<file path="src/core/sctw_pkg.sv">
// package for the secure chip two-wire slave port
package sctw_pkg;
   // bus address width and direction encoding
   localparam int ADDR_W = 7;
   localparam logic DIR_WRITE = 1'h0;
   localparam logic DIR_READ = 1'h1;
   // sub-address field positions
   localparam int SUB_ENC_POS = 7;
   localparam int SUB_FB_POS = 4;
   localparam int SUB_HASH_POS = 3;
   localparam int SUB_LOOP_MSB = 2;
   // bypass test pattern
   localparam logic [7:0] BYPASS_XOR = 8'h01;
   // bytes per encryption block
   localparam int BLOCK_BYTES = 16;
   localparam logic [3:0] LAST_IDX = 4'hF;
   // bit counter end, ninth clock is the acknowledge slot
   localparam logic [3:0] ACK_BIT = 4'h8;
   // timing
   localparam int CLK_HZ = 10_000_000;
   localparam int SLEEP_MS = 2000;
   localparam longint SLEEP_CYCLES_L = longint'(CLK_HZ) / 1000 * SLEEP_MS;
   // configuration decoded from the sub-address byte
   typedef struct packed {
      logic encrypt_enable_bit;
      logic feedback_enable_bit;
      logic hash_enable_bit;
      logic [2:0] loop_count_field;
   } sctw_cfg_t;
   // one received byte with its place in the frame
   typedef struct packed {
      logic [7:0] data;
      logic [3:0] index;
   } sctw_byte_t;
endpackage

</file>
<file path="src/core/sctw_slave.sv">
// two-wire slave port: address match, sub-address config, write/read bytes, sleep
//
// Notes on behaviour
// - The port is only a target: it never drives the clock line and never starts a transfer.
// - Each transfer opens with a start then a 7-bit address and one direction bit.
// - A direction bit of 0 means the host writes bytes to the port.
// - A direction bit of 1 means the port drives data bytes back to the host.
// - A write is start, address+write, ack, sub-address, ack, acked data bytes, stop.
// - A read is address+write, sub-address, repeated start, address+read, then data until stop.
// - The port follows traffic up to 400 kbit/s, oversampled by the 10 MHz core clock.
// - Only the port's own address is answered; other targets' transfers are ignored.
// - Sub-address bit 7 enables encryption, 4 feedback, 3 hash, 6:5 reserved, 2:0 loop count.
// - After over 2 s of both lines high and idle the port requests sleep, and wakes on any low line.
// - In encryption use a write carries 16 seed bytes and a read returns 16 result bytes.
// - In bypass mode each written byte is returned xor 0x01.
`timescale 1ns/1ps
module sctw_slave
   import sctw_pkg::*;
#(
   parameter logic [6:0] OWN_ADDR = 7'h2A, // arbitrary default target address
   parameter longint SLEEP_CYCLES = SLEEP_CYCLES_L
) (
   // clock and reset
   input wire logic core_clk_in,
   input wire logic rst_in,
   // two-wire pins
   input wire logic scl_in,
   input wire logic sda_in,
   output logic sda_out,
   output logic sda_oe_out,
   // configuration toward the encryption core
   output sctw_pkg::sctw_cfg_t cfg_out,
   output logic cfg_valid_out,
   // written bytes toward the core
   output sctw_pkg::sctw_byte_t wr_byte_out,
   output logic wr_valid_out,
   // result bytes from the core, indexed by read position
   output logic [3:0] rd_index_out,
   input wire logic [7:0] rd_data_in,
   // status
   output logic busy_out,
   output logic sleep_out
);
   import sctw_pkg::*;

   typedef enum logic [2:0] {ST_IDLE, ST_ADDR, ST_SUB, ST_WDATA, ST_RDATA, ST_IGNORE} sctw_state_t;

   logic [1:0] scl_sync_reg, sda_sync_reg;
   logic scl_d_reg, sda_d_reg;
   sctw_state_t state_reg;
   logic [3:0] bit_reg;
   logic [7:0] shift_reg;
   logic [7:0] tx_reg;
   logic [3:0] idx_reg;
   logic ack_phase_reg;
   logic drive_low_reg;
   logic host_nack_reg;
   logic [7:0] bypass_reg [BLOCK_BYTES];
   logic [31:0] idle_cnt_reg;
   sctw_cfg_t cfg_reg;
   logic cfg_valid_reg, wr_valid_reg, sleep_reg;
   logic busy_reg;
   sctw_byte_t wr_byte_reg;

   // synchronise both pins; stage 0 only feeds stage 1
   always_ff @(posedge core_clk_in) begin
      if (rst_in) begin
         scl_sync_reg <= 2'h3;
         sda_sync_reg <= 2'h3;
         scl_d_reg <= 1'h1;
         sda_d_reg <= 1'h1;
      end else begin
         scl_sync_reg <= {scl_sync_reg[0], scl_in};
         sda_sync_reg <= {sda_sync_reg[0], sda_in};
         scl_d_reg <= scl_sync_reg[1];
         sda_d_reg <= sda_sync_reg[1];
      end
   end

   // edge and condition decode; 10 MHz gives 4+ samples per fast-mode half bit
   wire scl_s = scl_sync_reg[1];
   wire sda_s = sda_sync_reg[1];
   wire scl_rise = scl_s & ~scl_d_reg;
   wire scl_fall = ~scl_s & scl_d_reg;
   wire start_det = scl_s & scl_d_reg & ~sda_s & sda_d_reg;
   wire stop_det = scl_s & scl_d_reg & sda_s & ~sda_d_reg;
   wire [7:0] rx_byte = {shift_reg[6:0], sda_s};
   wire byte_done = scl_rise & (bit_reg == 4'h7) & ~ack_phase_reg;
   wire addr_hit = (rx_byte[7:1] == OWN_ADDR);
   wire is_read = (rx_byte[0] == DIR_READ);
   wire bypass_mode = ~cfg_reg.encrypt_enable_bit;
   wire [7:0] rd_byte = bypass_mode ? (bypass_reg[idx_reg] ^ BYPASS_XOR) : rd_data_in;
   wire lines_idle = scl_s & sda_s & (state_reg == ST_IDLE);

   // protocol state machine
   always_ff @(posedge core_clk_in) begin
      if (rst_in) begin
         state_reg <= ST_IDLE;
         bit_reg <= 4'h0;
         shift_reg <= 8'h00;
         tx_reg <= 8'h00;
         idx_reg <= 4'h0;
         ack_phase_reg <= 1'h0;
         drive_low_reg <= 1'h0;
         host_nack_reg <= 1'h0;
         cfg_reg <= '0;
         cfg_valid_reg <= 1'h0;
         wr_valid_reg <= 1'h0;
         wr_byte_reg <= '0;
      end else begin
         cfg_valid_reg <= 1'h0;
         wr_valid_reg <= 1'h0;
         if (start_det) begin
            // repeated start keeps the sub-address already taken
            state_reg <= ST_ADDR;
            bit_reg <= 4'h0;
            ack_phase_reg <= 1'h0;
            drive_low_reg <= 1'h0;
            host_nack_reg <= 1'h0;
         end else if (stop_det) begin
            state_reg <= ST_IDLE;
            drive_low_reg <= 1'h0;
         end else if (state_reg != ST_IDLE && state_reg != ST_IGNORE) begin
            if (scl_rise && !ack_phase_reg) begin
               shift_reg <= rx_byte;
               bit_reg <= bit_reg + 4'h1;
            end
            if (scl_rise && ack_phase_reg && state_reg == ST_RDATA) begin
               host_nack_reg <= sda_s;
            end
            if (byte_done) begin
               case (state_reg)
                  ST_ADDR: begin
                     if (!addr_hit) begin
                        state_reg <= ST_IGNORE;
                     end
                  end
                  ST_SUB: begin
                     // bits 6:5 are reserved and dropped
                     cfg_reg.encrypt_enable_bit <= rx_byte[SUB_ENC_POS];
                     cfg_reg.feedback_enable_bit <= rx_byte[SUB_FB_POS];
                     cfg_reg.hash_enable_bit <= rx_byte[SUB_HASH_POS];
                     cfg_reg.loop_count_field <= rx_byte[SUB_LOOP_MSB:0];
                     cfg_valid_reg <= 1'h1;
                     idx_reg <= 4'h0;
                  end
                  ST_WDATA: begin
                     wr_byte_reg <= '{data: rx_byte, index: idx_reg};
                     wr_valid_reg <= 1'h1;
                  end
                  ST_RDATA: begin
                     // step early so the core's combinational answer settles before the ack slot ends
                     idx_reg <= idx_reg + 4'h1;
                  end
                  default: ;
               endcase
            end
            // falling edge after the eighth bit opens the ack slot
            if (scl_fall) begin
               if (!ack_phase_reg && bit_reg == ACK_BIT) begin
                  ack_phase_reg <= 1'h1;
                  bit_reg <= 4'h0;
                  drive_low_reg <= (state_reg != ST_RDATA);
               end else if (ack_phase_reg) begin
                  ack_phase_reg <= 1'h0;
                  drive_low_reg <= 1'h0;
                  case (state_reg)
                     ST_ADDR: begin
                        state_reg <= (shift_reg[0] == DIR_WRITE) ? ST_SUB : ST_RDATA;
                        if (shift_reg[0] == DIR_READ) begin
                           tx_reg <= rd_byte;
                           drive_low_reg <= ~rd_byte[7];
                        end
                     end
                     ST_SUB: state_reg <= ST_WDATA;
                     ST_WDATA: idx_reg <= idx_reg + 4'h1;
                     ST_RDATA: begin
                        if (host_nack_reg) begin
                           state_reg <= ST_IGNORE;
                        end else begin
                           // index already moved on at the last data bit
                           tx_reg <= rd_byte;
                           drive_low_reg <= ~rd_byte[7];
                        end
                     end
                     default: ;
                  endcase
               end else if (state_reg == ST_RDATA) begin
                  tx_reg <= {tx_reg[6:0], 1'h1};
                  drive_low_reg <= ~tx_reg[6];
               end
            end
         end
      end
   end

   // bypass store, one slot per seed byte
   genvar gi;
   generate
      for (gi = 0; gi < BLOCK_BYTES; gi++) begin : g_byp
         always_ff @(posedge core_clk_in) begin
            if (rst_in) begin
               bypass_reg[gi] <= 8'h00;
            end else if (byte_done && state_reg == ST_WDATA && idx_reg == 4'(gi)) begin
               bypass_reg[gi] <= rx_byte;
            end
         end
      end
   endgenerate

   // sleep timer; any low line wakes at once
   always_ff @(posedge core_clk_in) begin
      if (rst_in) begin
         idle_cnt_reg <= 32'h0;
         sleep_reg <= 1'h0;
      end else if (!lines_idle) begin
         idle_cnt_reg <= 32'h0;
         sleep_reg <= 1'h0;
      end else if (idle_cnt_reg >= 32'(SLEEP_CYCLES)) begin
         sleep_reg <= 1'h1;
      end else begin
         idle_cnt_reg <= idle_cnt_reg + 32'h1;
      end
   end

   // busy flag registered so the port output comes from a flop
   always_ff @(posedge core_clk_in) begin
      if (rst_in) begin
         busy_reg <= 1'h0;
      end else begin
         busy_reg <= (state_reg != ST_IDLE);
      end
   end

   // outputs; data line is open drain, only ever pulled low, clock never driven
   assign sda_out = 1'h0;
   assign sda_oe_out = drive_low_reg;
   assign cfg_out = cfg_reg;
   assign cfg_valid_out = cfg_valid_reg;
   assign wr_byte_out = wr_byte_reg;
   assign wr_valid_out = wr_valid_reg;
   assign rd_index_out = idx_reg;
   assign busy_out = busy_reg;
   assign sleep_out = sleep_reg;

   // assertions
   a_ack_after_byte: assert property (@(posedge core_clk_in) disable iff (rst_in)
      (byte_done && state_reg == ST_SUB) |-> ##[1:200] sda_oe_out)
      else $error("sub-address not acknowledged");
   a_foreign_ignored: assert property (@(posedge core_clk_in) disable iff (rst_in)
      (byte_done && state_reg == ST_ADDR && !addr_hit) |=> (state_reg == ST_IGNORE))
      else $error("foreign address not ignored");
   a_cfg_decode: assert property (@(posedge core_clk_in) disable iff (rst_in)
      (byte_done && state_reg == ST_SUB) |=> (cfg_out.encrypt_enable_bit == $past(rx_byte[7]) && cfg_valid_out))
      else $error("sub-address decode wrong");
   a_idle_quiet: assert property (@(posedge core_clk_in) disable iff (rst_in)
      (state_reg == ST_IDLE) |-> !drive_low_reg)
      else $error("data driven while idle");
   a_wake_fast: assert property (@(posedge core_clk_in) disable iff (rst_in)
      (sleep_out && !scl_s) |=> !sleep_out)
      else $error("no wake on low line");
   a_stop_idle: assert property (@(posedge core_clk_in) disable iff (rst_in)
      (stop_det && !start_det) |=> (state_reg == ST_IDLE))
      else $error("stop not honoured");
   a_start_addr: assert property (@(posedge core_clk_in) disable iff (rst_in)
      start_det |=> (state_reg == ST_ADDR && bit_reg == 4'h0))
      else $error("start not honoured");
   a_write_store: assert property (@(posedge core_clk_in) disable iff (rst_in)
      (byte_done && state_reg == ST_WDATA) |=> (wr_valid_out && wr_byte_out.data == $past(rx_byte)))
      else $error("write byte lost");
endmodule // sctw_slave

</file>
<file path="config.mk">
export PLATFORM = sky130hd
export DESIGN_NAME = sctw_slave
export DESIGN_NICKNAME = d
export VERILOG_FILES = /design/src/core/sctw_pkg.sv /design/src/core/sctw_slave.sv
export SDC_FILE = /design/constraint.sdc
export NUM_CORES = 1
export LEC_CHECK = 0
export BUFFER_PORTS_ARGS = -buffer_cell sky130_fd_sc_hd__clkbuf_2
export CORE_MARGIN = 8
export CORE_UTILIZATION = 55
export DETAILED_ROUTE_END_ITERATION = 8
export PLACE_DENSITY = 0.72
export SYNTH_ARGS = -nofsm -noshare
export SYNTH_HDL_FRONTEND = slang
export SYNTH_SLANG_ARGS = --single-unit
</file>
<file path="constraint.sdc">
create_clock -name core_clk_in -period 6.5 [get_ports core_clk_in]
set_clock_uncertainty 0.15 [all_clocks]
set_input_delay 1.3 -clock core_clk_in [delete_from_list [all_inputs] [get_ports core_clk_in]]
set_output_delay 1.3 -clock core_clk_in [all_outputs]
set_load 0.01 [all_outputs]
</file>
==> results of run 1 <==
-- placed cells by master, fill, tap and decap left out, types with 12 or more instances in the layout --
cell type	count
inv_1	15
o21bai_1	16
mux4_2	31
dfxtp_1	92
a21oi_1	34
clkbuf_16	26
and2_1	93
nor2_1	114
xnor2_1	14
nand3_1	15
nor2b_1	13
clkbuf_2	38
and3_1	18
nor3_1	15
o22ai_1	12
mux2i_1	20
nand2_1	69
edfxtp_1	128
nand2b_1	12
-- layout make-up --
cell class	count	area [µm²]	area share
inverter	15	56.30	0.005108
tap	229	286.5	0.02599
timing repair buffer	43	227.7	0.02066
clock inverter	17	175.2	0.01589
sequential	220	5685	0.5158
clock buffer	27	654.4	0.05936
multi-input combinational	583	3938	0.3572
-- where the power goes --
group	switching [µW]	internal (µW)
sequential	14.6	1500
combinational	43.7	23.9
clock	556	848
total	614	2370
-- how the worst max path moves through the flow --
stage,cells after the start,slack (ns),to
floorplan,4,3.65,bypass_reg[8][0]
global placement,5,3.03,idle_cnt_reg[20]
detailed placement,5,2.99,idle_cnt_reg[18]
CTS,5,3.39,bypass_reg[3][1]
global route,5,3.13,bypass_reg[4][1]
finish,5,3.36,bypass_reg[4][1]
-- worst max-delay path: cells and delay by family (launching register included) --
family | cells | cell delay (ns)
DFF | 1 | 0.56
and+or+nand+nor | 5 | 2.25
-- cells in the mapped netlist (7+ instances only) --
| master | count | area share |
|---|---|---|
| nand3_1 | 15 | 0.0076 |
| nor3_1 | 15 | 0.0076 |
| mux4_2 | 31 | 0.070 |
| mux2_2 | 7 | 0.0080 |
| ha_1 | 8 | 0.010 |
| dfxtp_1 | 92 | 0.19 |
| nand2b_1 | 12 | 0.0076 |
| nor4_1 | 7 | 0.0044 |
| xnor2_1 | 14 | 0.012 |
| nor2b_1 | 13 | 0.0082 |
| and3_1 | 18 | 0.011 |
| o21bai_1 | 16 | 0.012 |
| mux2i_1 | 20 | 0.020 |
| nand2_1 | 69 | 0.026 |
| a21oi_1 | 34 | 0.017 |
| o22ai_1 | 12 | 0.0076 |
| edfxtp_1 | 128 | 0.39 |
| buf_2 | 8 | 0.0040 |
| nor2_1 | 114 | 0.043 |
| or2_2 | 8 | 0.0051 |
| inv_1 | 15 | 0.0057 |
| clkbuf_1 | 42 | 0.016 |
| and2_1 | 93 | 0.059 |
| a211oi_1 | 7 | 0.0053 |
| o21ai_0 | 10 | 0.0051 |
-- cells by family (layout without fill, tap and decap cells) --
group                    Yosys count  count (layout)  share of synthesized area
XOR/XNOR                          17              17                    0.01503
adder cells (fa/ha/maj)            8               8                    0.01010
multiplexers                      58              58                    0.09862
buffers and inverters             72             102                    0.02879
AND/OR/NAND/NOR                  392             392                     0.2024
other                              1               1                  0.0003785
flip-flops                       220             220                     0.5738
AO/OA/AOI/OAI                    107             107                    0.07084
-- per-layer routing --
metal / GRT usage / part of all wire / up-vias
li1: - / - / 3148
met1: 0.2762 / 0.44 / 3207
met4: 0.06447 / 0.025 / 0
met3: 0.03998 / 0.062 / 36
met5: 0 / 0 / -
met2: 0.3286 / 0.47 / 217
-- through the flow --
step           worst slack, ns  utilization  cell area [µm²]
5_1_grt                  3.127       0.6179            11020
3_3_place_gp             3.034       0.5714            10190
3_5_place_dp             2.988       0.5714            10190
2_1_floorplan            3.645            -             9908
4_1_cts                  3.388       0.6179            11020
6_report                 3.357       0.6179            11020
==> impl_metrics.py, run 1 <==
metrics = {
    "routing": {
        "drc_errors": 0,
        "drtAntennaViolNets": 0,
        "num_vias": 6608,
        "wl_per_cell_um": 20.01,
        "drt_pre_antenna_iters": 5,
        "drt-initial-drc-count": 588,
        "viasPerCell": 5.827,
        "totalWireLength_mm": 22.69,
    },
    "final_layout": {
        "syn2layout_area_growth_pct": 11.25,
        "fin_cells": 1134,
        "largest_reg_flops": 128,
        "drive_above_1_share": 0.1514,
        "finalNetCount": 907,
        "antenna_cells": 0,
        "fillers": 1404,
    },
    "clock_tree": {
        "cts.repair.resized": 0,
        "clkSinkCount": 220,
        "clockBufferDepth": 3,
        "cts_tree": "done",
        "clk_latency_ns": 0.52,
        "cts_setup_buffers": 0,
        "clkTransAtPathRegs_ns": 0.06,
        "cts_hold_buffers": 0,
        "h-tree-depth": 1,
        "root_buffer": "clkbuf_16",
        "cts_buffers": 24,
    },
    "power": {
        "p_leak_uw": 0.003999,
        "total_power_uw": 2986,
        "ir_drop_v": 0.0002227,
        "power_density_nw_per_um2": 270.9,
    },
    "logic_synthesis": {
        "synth.avg_cell_area_um2": 11.32,
        "synth_cell_types": 56,
        "yosys_warnings": 0,
        "synth_seq_area_share": 0.5738,
        "synth_edf_count": 128,
        "syn_inst": 875,
        "synth_nets": 895,
        "synthFlopType": "edfxtp_1",
        "ys_seq_elements": 220,
        "synth_area_um2": 9908,
        "synth-async-reset-ratio": 0,
    },
    "worst_hold_path": {
        "hold_depth": 1,
        "hold_end": "sda_sync_reg[1]",
        "worstHoldStart": "sda_sync_reg[0]",
        "hp-class": "reg -> reg",
    },
    "critical_path": {
        "r2r-start": "ack_phase_reg",
        "r2r_setup_slack_ns": 3.36,
        "startpoint_type": "flip-flop",
        "setup.worst_path.start": "ack_phase_reg",
        "slowest_delay_ns": 0.67,
        "path_max_fanout": 23,
        "end_kind": "flip-flop",
        "path_cells": "nor3b_2 -> and4b_1 -> and3_1 -> nand3b_1 -> nor2_1",
        "rr_endpoint": "bypass_reg[4][1]",
        "arrival_ns": 3.33,
        "worstSetupPathType": "reg -> reg",
        "crit_slowest_cell": "nand3b_1",
        "critPathRequiredTime_ns": 6.69,
        "reg2reg_depth": 5,
    },
    "floorplanning": {
        "dieWidth_um": 150.2,
        "core-area_um2": 17840,
        "core.rowCount": 49,
        "die_y_um": 150.2,
        "io_pins": 40,
        "dieArea_um2": 22570,
        "initial_utilization": 0.5554,
    },
    "global_routing": {
        "grt_max_degree": 40,
        "grtUsageTotal": 0.2047,
        "grt_overflow_total": 0,
        "grt_pass1_wl_mm": 36.11,
        "antenna_found_initial": 0,
        "grt_pass1_vias": 6585,
    },
    "timing": {
        "fin_crit_ns": 3.143,
        "slew_headroom": 0.2967,
        "setup_tns_ns": 0,
        "max_freq_mhz": 318.2,
        "whs_ns": 0.2568,
        "slew_violations": 0,
        "hold_violations": 0,
        "setup_viol": 0,
        "period_share": 0.4835,
        "rsz0062_at_grt": "no",
        "worst_slew_pin_slew_ns": 1.055,
    },
    "status": {
        "status": "completed",
    },
    "placement": {
        "io_buffer_count": 38,
        "place_inst": 1090,
        "dp_hpwl_mm": 15.09,
        "place.gp.congestion": 0.8621,
    },
    "run": {
        "cap_violations": 0,
    },
}
(Power assumes the default switching activity.)
==> run 2: changes to the inputs <==
--- a/config.mk
+++ b/config.mk
@@ -9,7 +9,7 @@
 export CORE_MARGIN = 8
 export CORE_UTILIZATION = 55
 export DETAILED_ROUTE_END_ITERATION = 8
-export PLACE_DENSITY = 0.72
+export PLACE_DENSITY = 0.75
 export SYNTH_ARGS = -nofsm -noshare
 export SYNTH_HDL_FRONTEND = slang
 export SYNTH_SLANG_ARGS = --single-unit
==> constraint.sdc (replaced) <==
create_clock -name core_clk_in -period 2.83 [get_ports core_clk_in]
set_clock_uncertainty 0.15 [all_clocks]
set_input_delay 0.566 -clock core_clk_in [delete_from_list [all_inputs] [get_ports core_clk_in]]
set_output_delay 0.566 -clock core_clk_in [all_outputs]
set_load 0.01 [all_outputs]
==> impl_metrics.py, run 2 (synthesis gave the netlist of run 1 again) <==
metrics = {
    "floorplanning": {
        "dieWidth_um": 150.2,
        "core-area_um2": 17840,
        "core.rowCount": 49,
        "dieArea_um2": 22570,
        "initial_utilization": 0.5554,
        "io_pins": 40,
        "die_y_um": 150.2,
    },
    "placement": {
        "dp_slack_ns": 0.3997,
        "place_inst": 1124,
        "dp_hpwl_mm": 14.87,
        "place.gp.congestion": 0.8532,
        "io_buffer_count": 38,
    },
    "routing": {
        "num_vias": 6736,
        "wl_met3_mm": 1.595,
        "drt-met1-wl_mm": 9.079,
        "drt_pre_antenna_iters": 4,
        "viasPerCell": 5.782,
        "highest_layer": "met4",
        "drt-initial-drc-count": 605,
        "wl_per_cell_um": 19.05,
        "drc_errors": 0,
        "totalWireLength_mm": 22.19,
        "drtAntennaViolNets": 0,
        "met2_length_mm": 10.65,
    },
    "critical_path": {
        "rr_endpoint": "bypass_reg[2][6]",
        "arrival_ns": 2.73,
        "end_kind": "flip-flop",
        "worstSetupPathType": "reg -> reg",
        "r2r-start": "scl_sync_reg[1]",
        "path_max_fanout": 9,
        "startpoint_type": "flip-flop",
        "r2r_setup_slack_ns": 0.33,
        "critPathRequiredTime_ns": 3.06,
        "reg2reg_depth": 6,
    },
    "timing": {
        "slew_headroom": 0.3164,
        "setup_tns_ns": 0,
        "setup_ws_ns": 0.3301,
        "setup_viol": 0,
        "rsz0062_at_grt": "no",
        "hold_violations": 0,
        "max_freq_mhz": 400.0,
        "fin_crit_ns": 2.500,
        "period_share": 0.8834,
        "slew_violations": 0,
        "worst_slew_pin_slew_ns": 1.025,
    },
    "final_layout": {
        "final_common_cell": "edfxtp_1",
        "syn2layout_area_growth_pct": 13.01,
        "drive_above_1_share": 0.1784,
        "largest_reg_flops": 128,
        "mostFrequentLayoutCells": "128 x edfxtp_1, 114 x nor2_1, 93 x and2_1",
        "finalNetCount": 940,
        "fillers": 1355,
        "utilization": 0.6276,
        "antenna_cells": 0,
        "fin_cells": 1165,
    },
    "global_routing": {
        "grt_pass1_vias": 6571,
        "antenna_found_initial": 0,
        "grt_max_degree": 37,
        "grt_pass1_wl_mm": 35.57,
        "grt_overflow_total": 0,
        "grtUsageTotal": 0.1998,
    },
    "clock_tree": {
        "h-tree-depth": 1,
        "cts_buffers": 23,
        "cts_tree": "done",
        "cts_setup_buffers": 0,
        "clk_latency_ns": 0.52,
        "cts.repair.resized": 0,
        "clkSinkCount": 220,
        "clkTransAtPathRegs_ns": 0.06,
        "cts_hold_buffers": 0,
        "root_buffer": "clkbuf_16",
        "clockBufferDepth": 3,
    },
    "power": {
        "power_density_nw_per_um2": 586.6,
        "p_leak_uw": 0.004127,
        "ir_drop_v": 0.0005048,
    },
    "worst_hold_path": {
        "hold_depth": 2,
        "hp-class": "in -> reg",
        "worstHoldStart": "scl_in",
        "hold_end": "scl_sync_reg[0]",
    },
    "status": {
        "status": "completed",
    },
    "run": {
        "cap_violations": 0,
    },
}
==> run 2: where the power goes <==
part / internal (µW) / total (µW) / leakage [µW] / switching (µW)
registers: 3440 / 3470 / 0.00206 / 28.3
logic: 72.4 / 181 / 0.00170 / 109
clock network: 1680 / 2910 / 0.000364 / 1240
==> run 2: cell type report <==
| type | instances | area [µm²] | share of cell area |
|---|---|---|---|
| clock buffer | 34 | 679.4 | 0.06068 |
| clock inverter | 7 | 56.30 | 0.005028 |
| inverter | 15 | 56.30 | 0.005028 |
| multi-input combinational | 583 | 3938 | 0.3517 |
| sequential | 220 | 5685 | 0.5078 |
| tap | 229 | 286.5 | 0.02559 |
| timing repair buffer | 77 | 495.5 | 0.04425 |
==> run 2: how the worst max path moves through the flow <==
stage / startpoint / endpoint / depth (start not counted)
after floorplan: scl_sync_reg[1] / bypass_reg[0][0] / 6
after global placement: idle_cnt_reg[9] / idle_cnt_reg[13] / 6
after detailed placement: scl_sync_reg[1] / bypass_reg[14][7] / 6
after CTS: scl_sync_reg[1] / bypass_reg[0][6] / 6
after global routing: state_reg[2] / tx_reg[1] / 7
final: scl_sync_reg[1] / bypass_reg[2][6] / 6
==> run 2: metal layers <==
layer,track usage,vias to the layer above
li1,-,3208
met3,0.03637,47
met1,0.2567,3238
met5,0,-
met4,0.07496,0
met2,0.3322,243
==> run 2: metrics by stage <==
stage | instance area [µm²] | hold WS (ns) | power, µW
4_1_cts | 11200 | 0.05865 | 6595
6_report | 11200 | 0.06873 | 6568
3_3_place_gp | 10460 | 0.2446 | 3715
5_1_grt | 11200 | 0.06785 | 6725
3_5_place_dp | 10460 | 0.2519 | 3721
2_1_floorplan | 9908 | 0.2395 | 3645
==> run 2: worst max-delay path, cell delays in order, from the launching register on <==
cell and delay [ns]:
dfxtp_1 0.46, nor3b_2 0.29, and4b_1 0.36, and3_1 0.33
nand2_1 0.16, nor2_1 0.40, and2_1 0.19
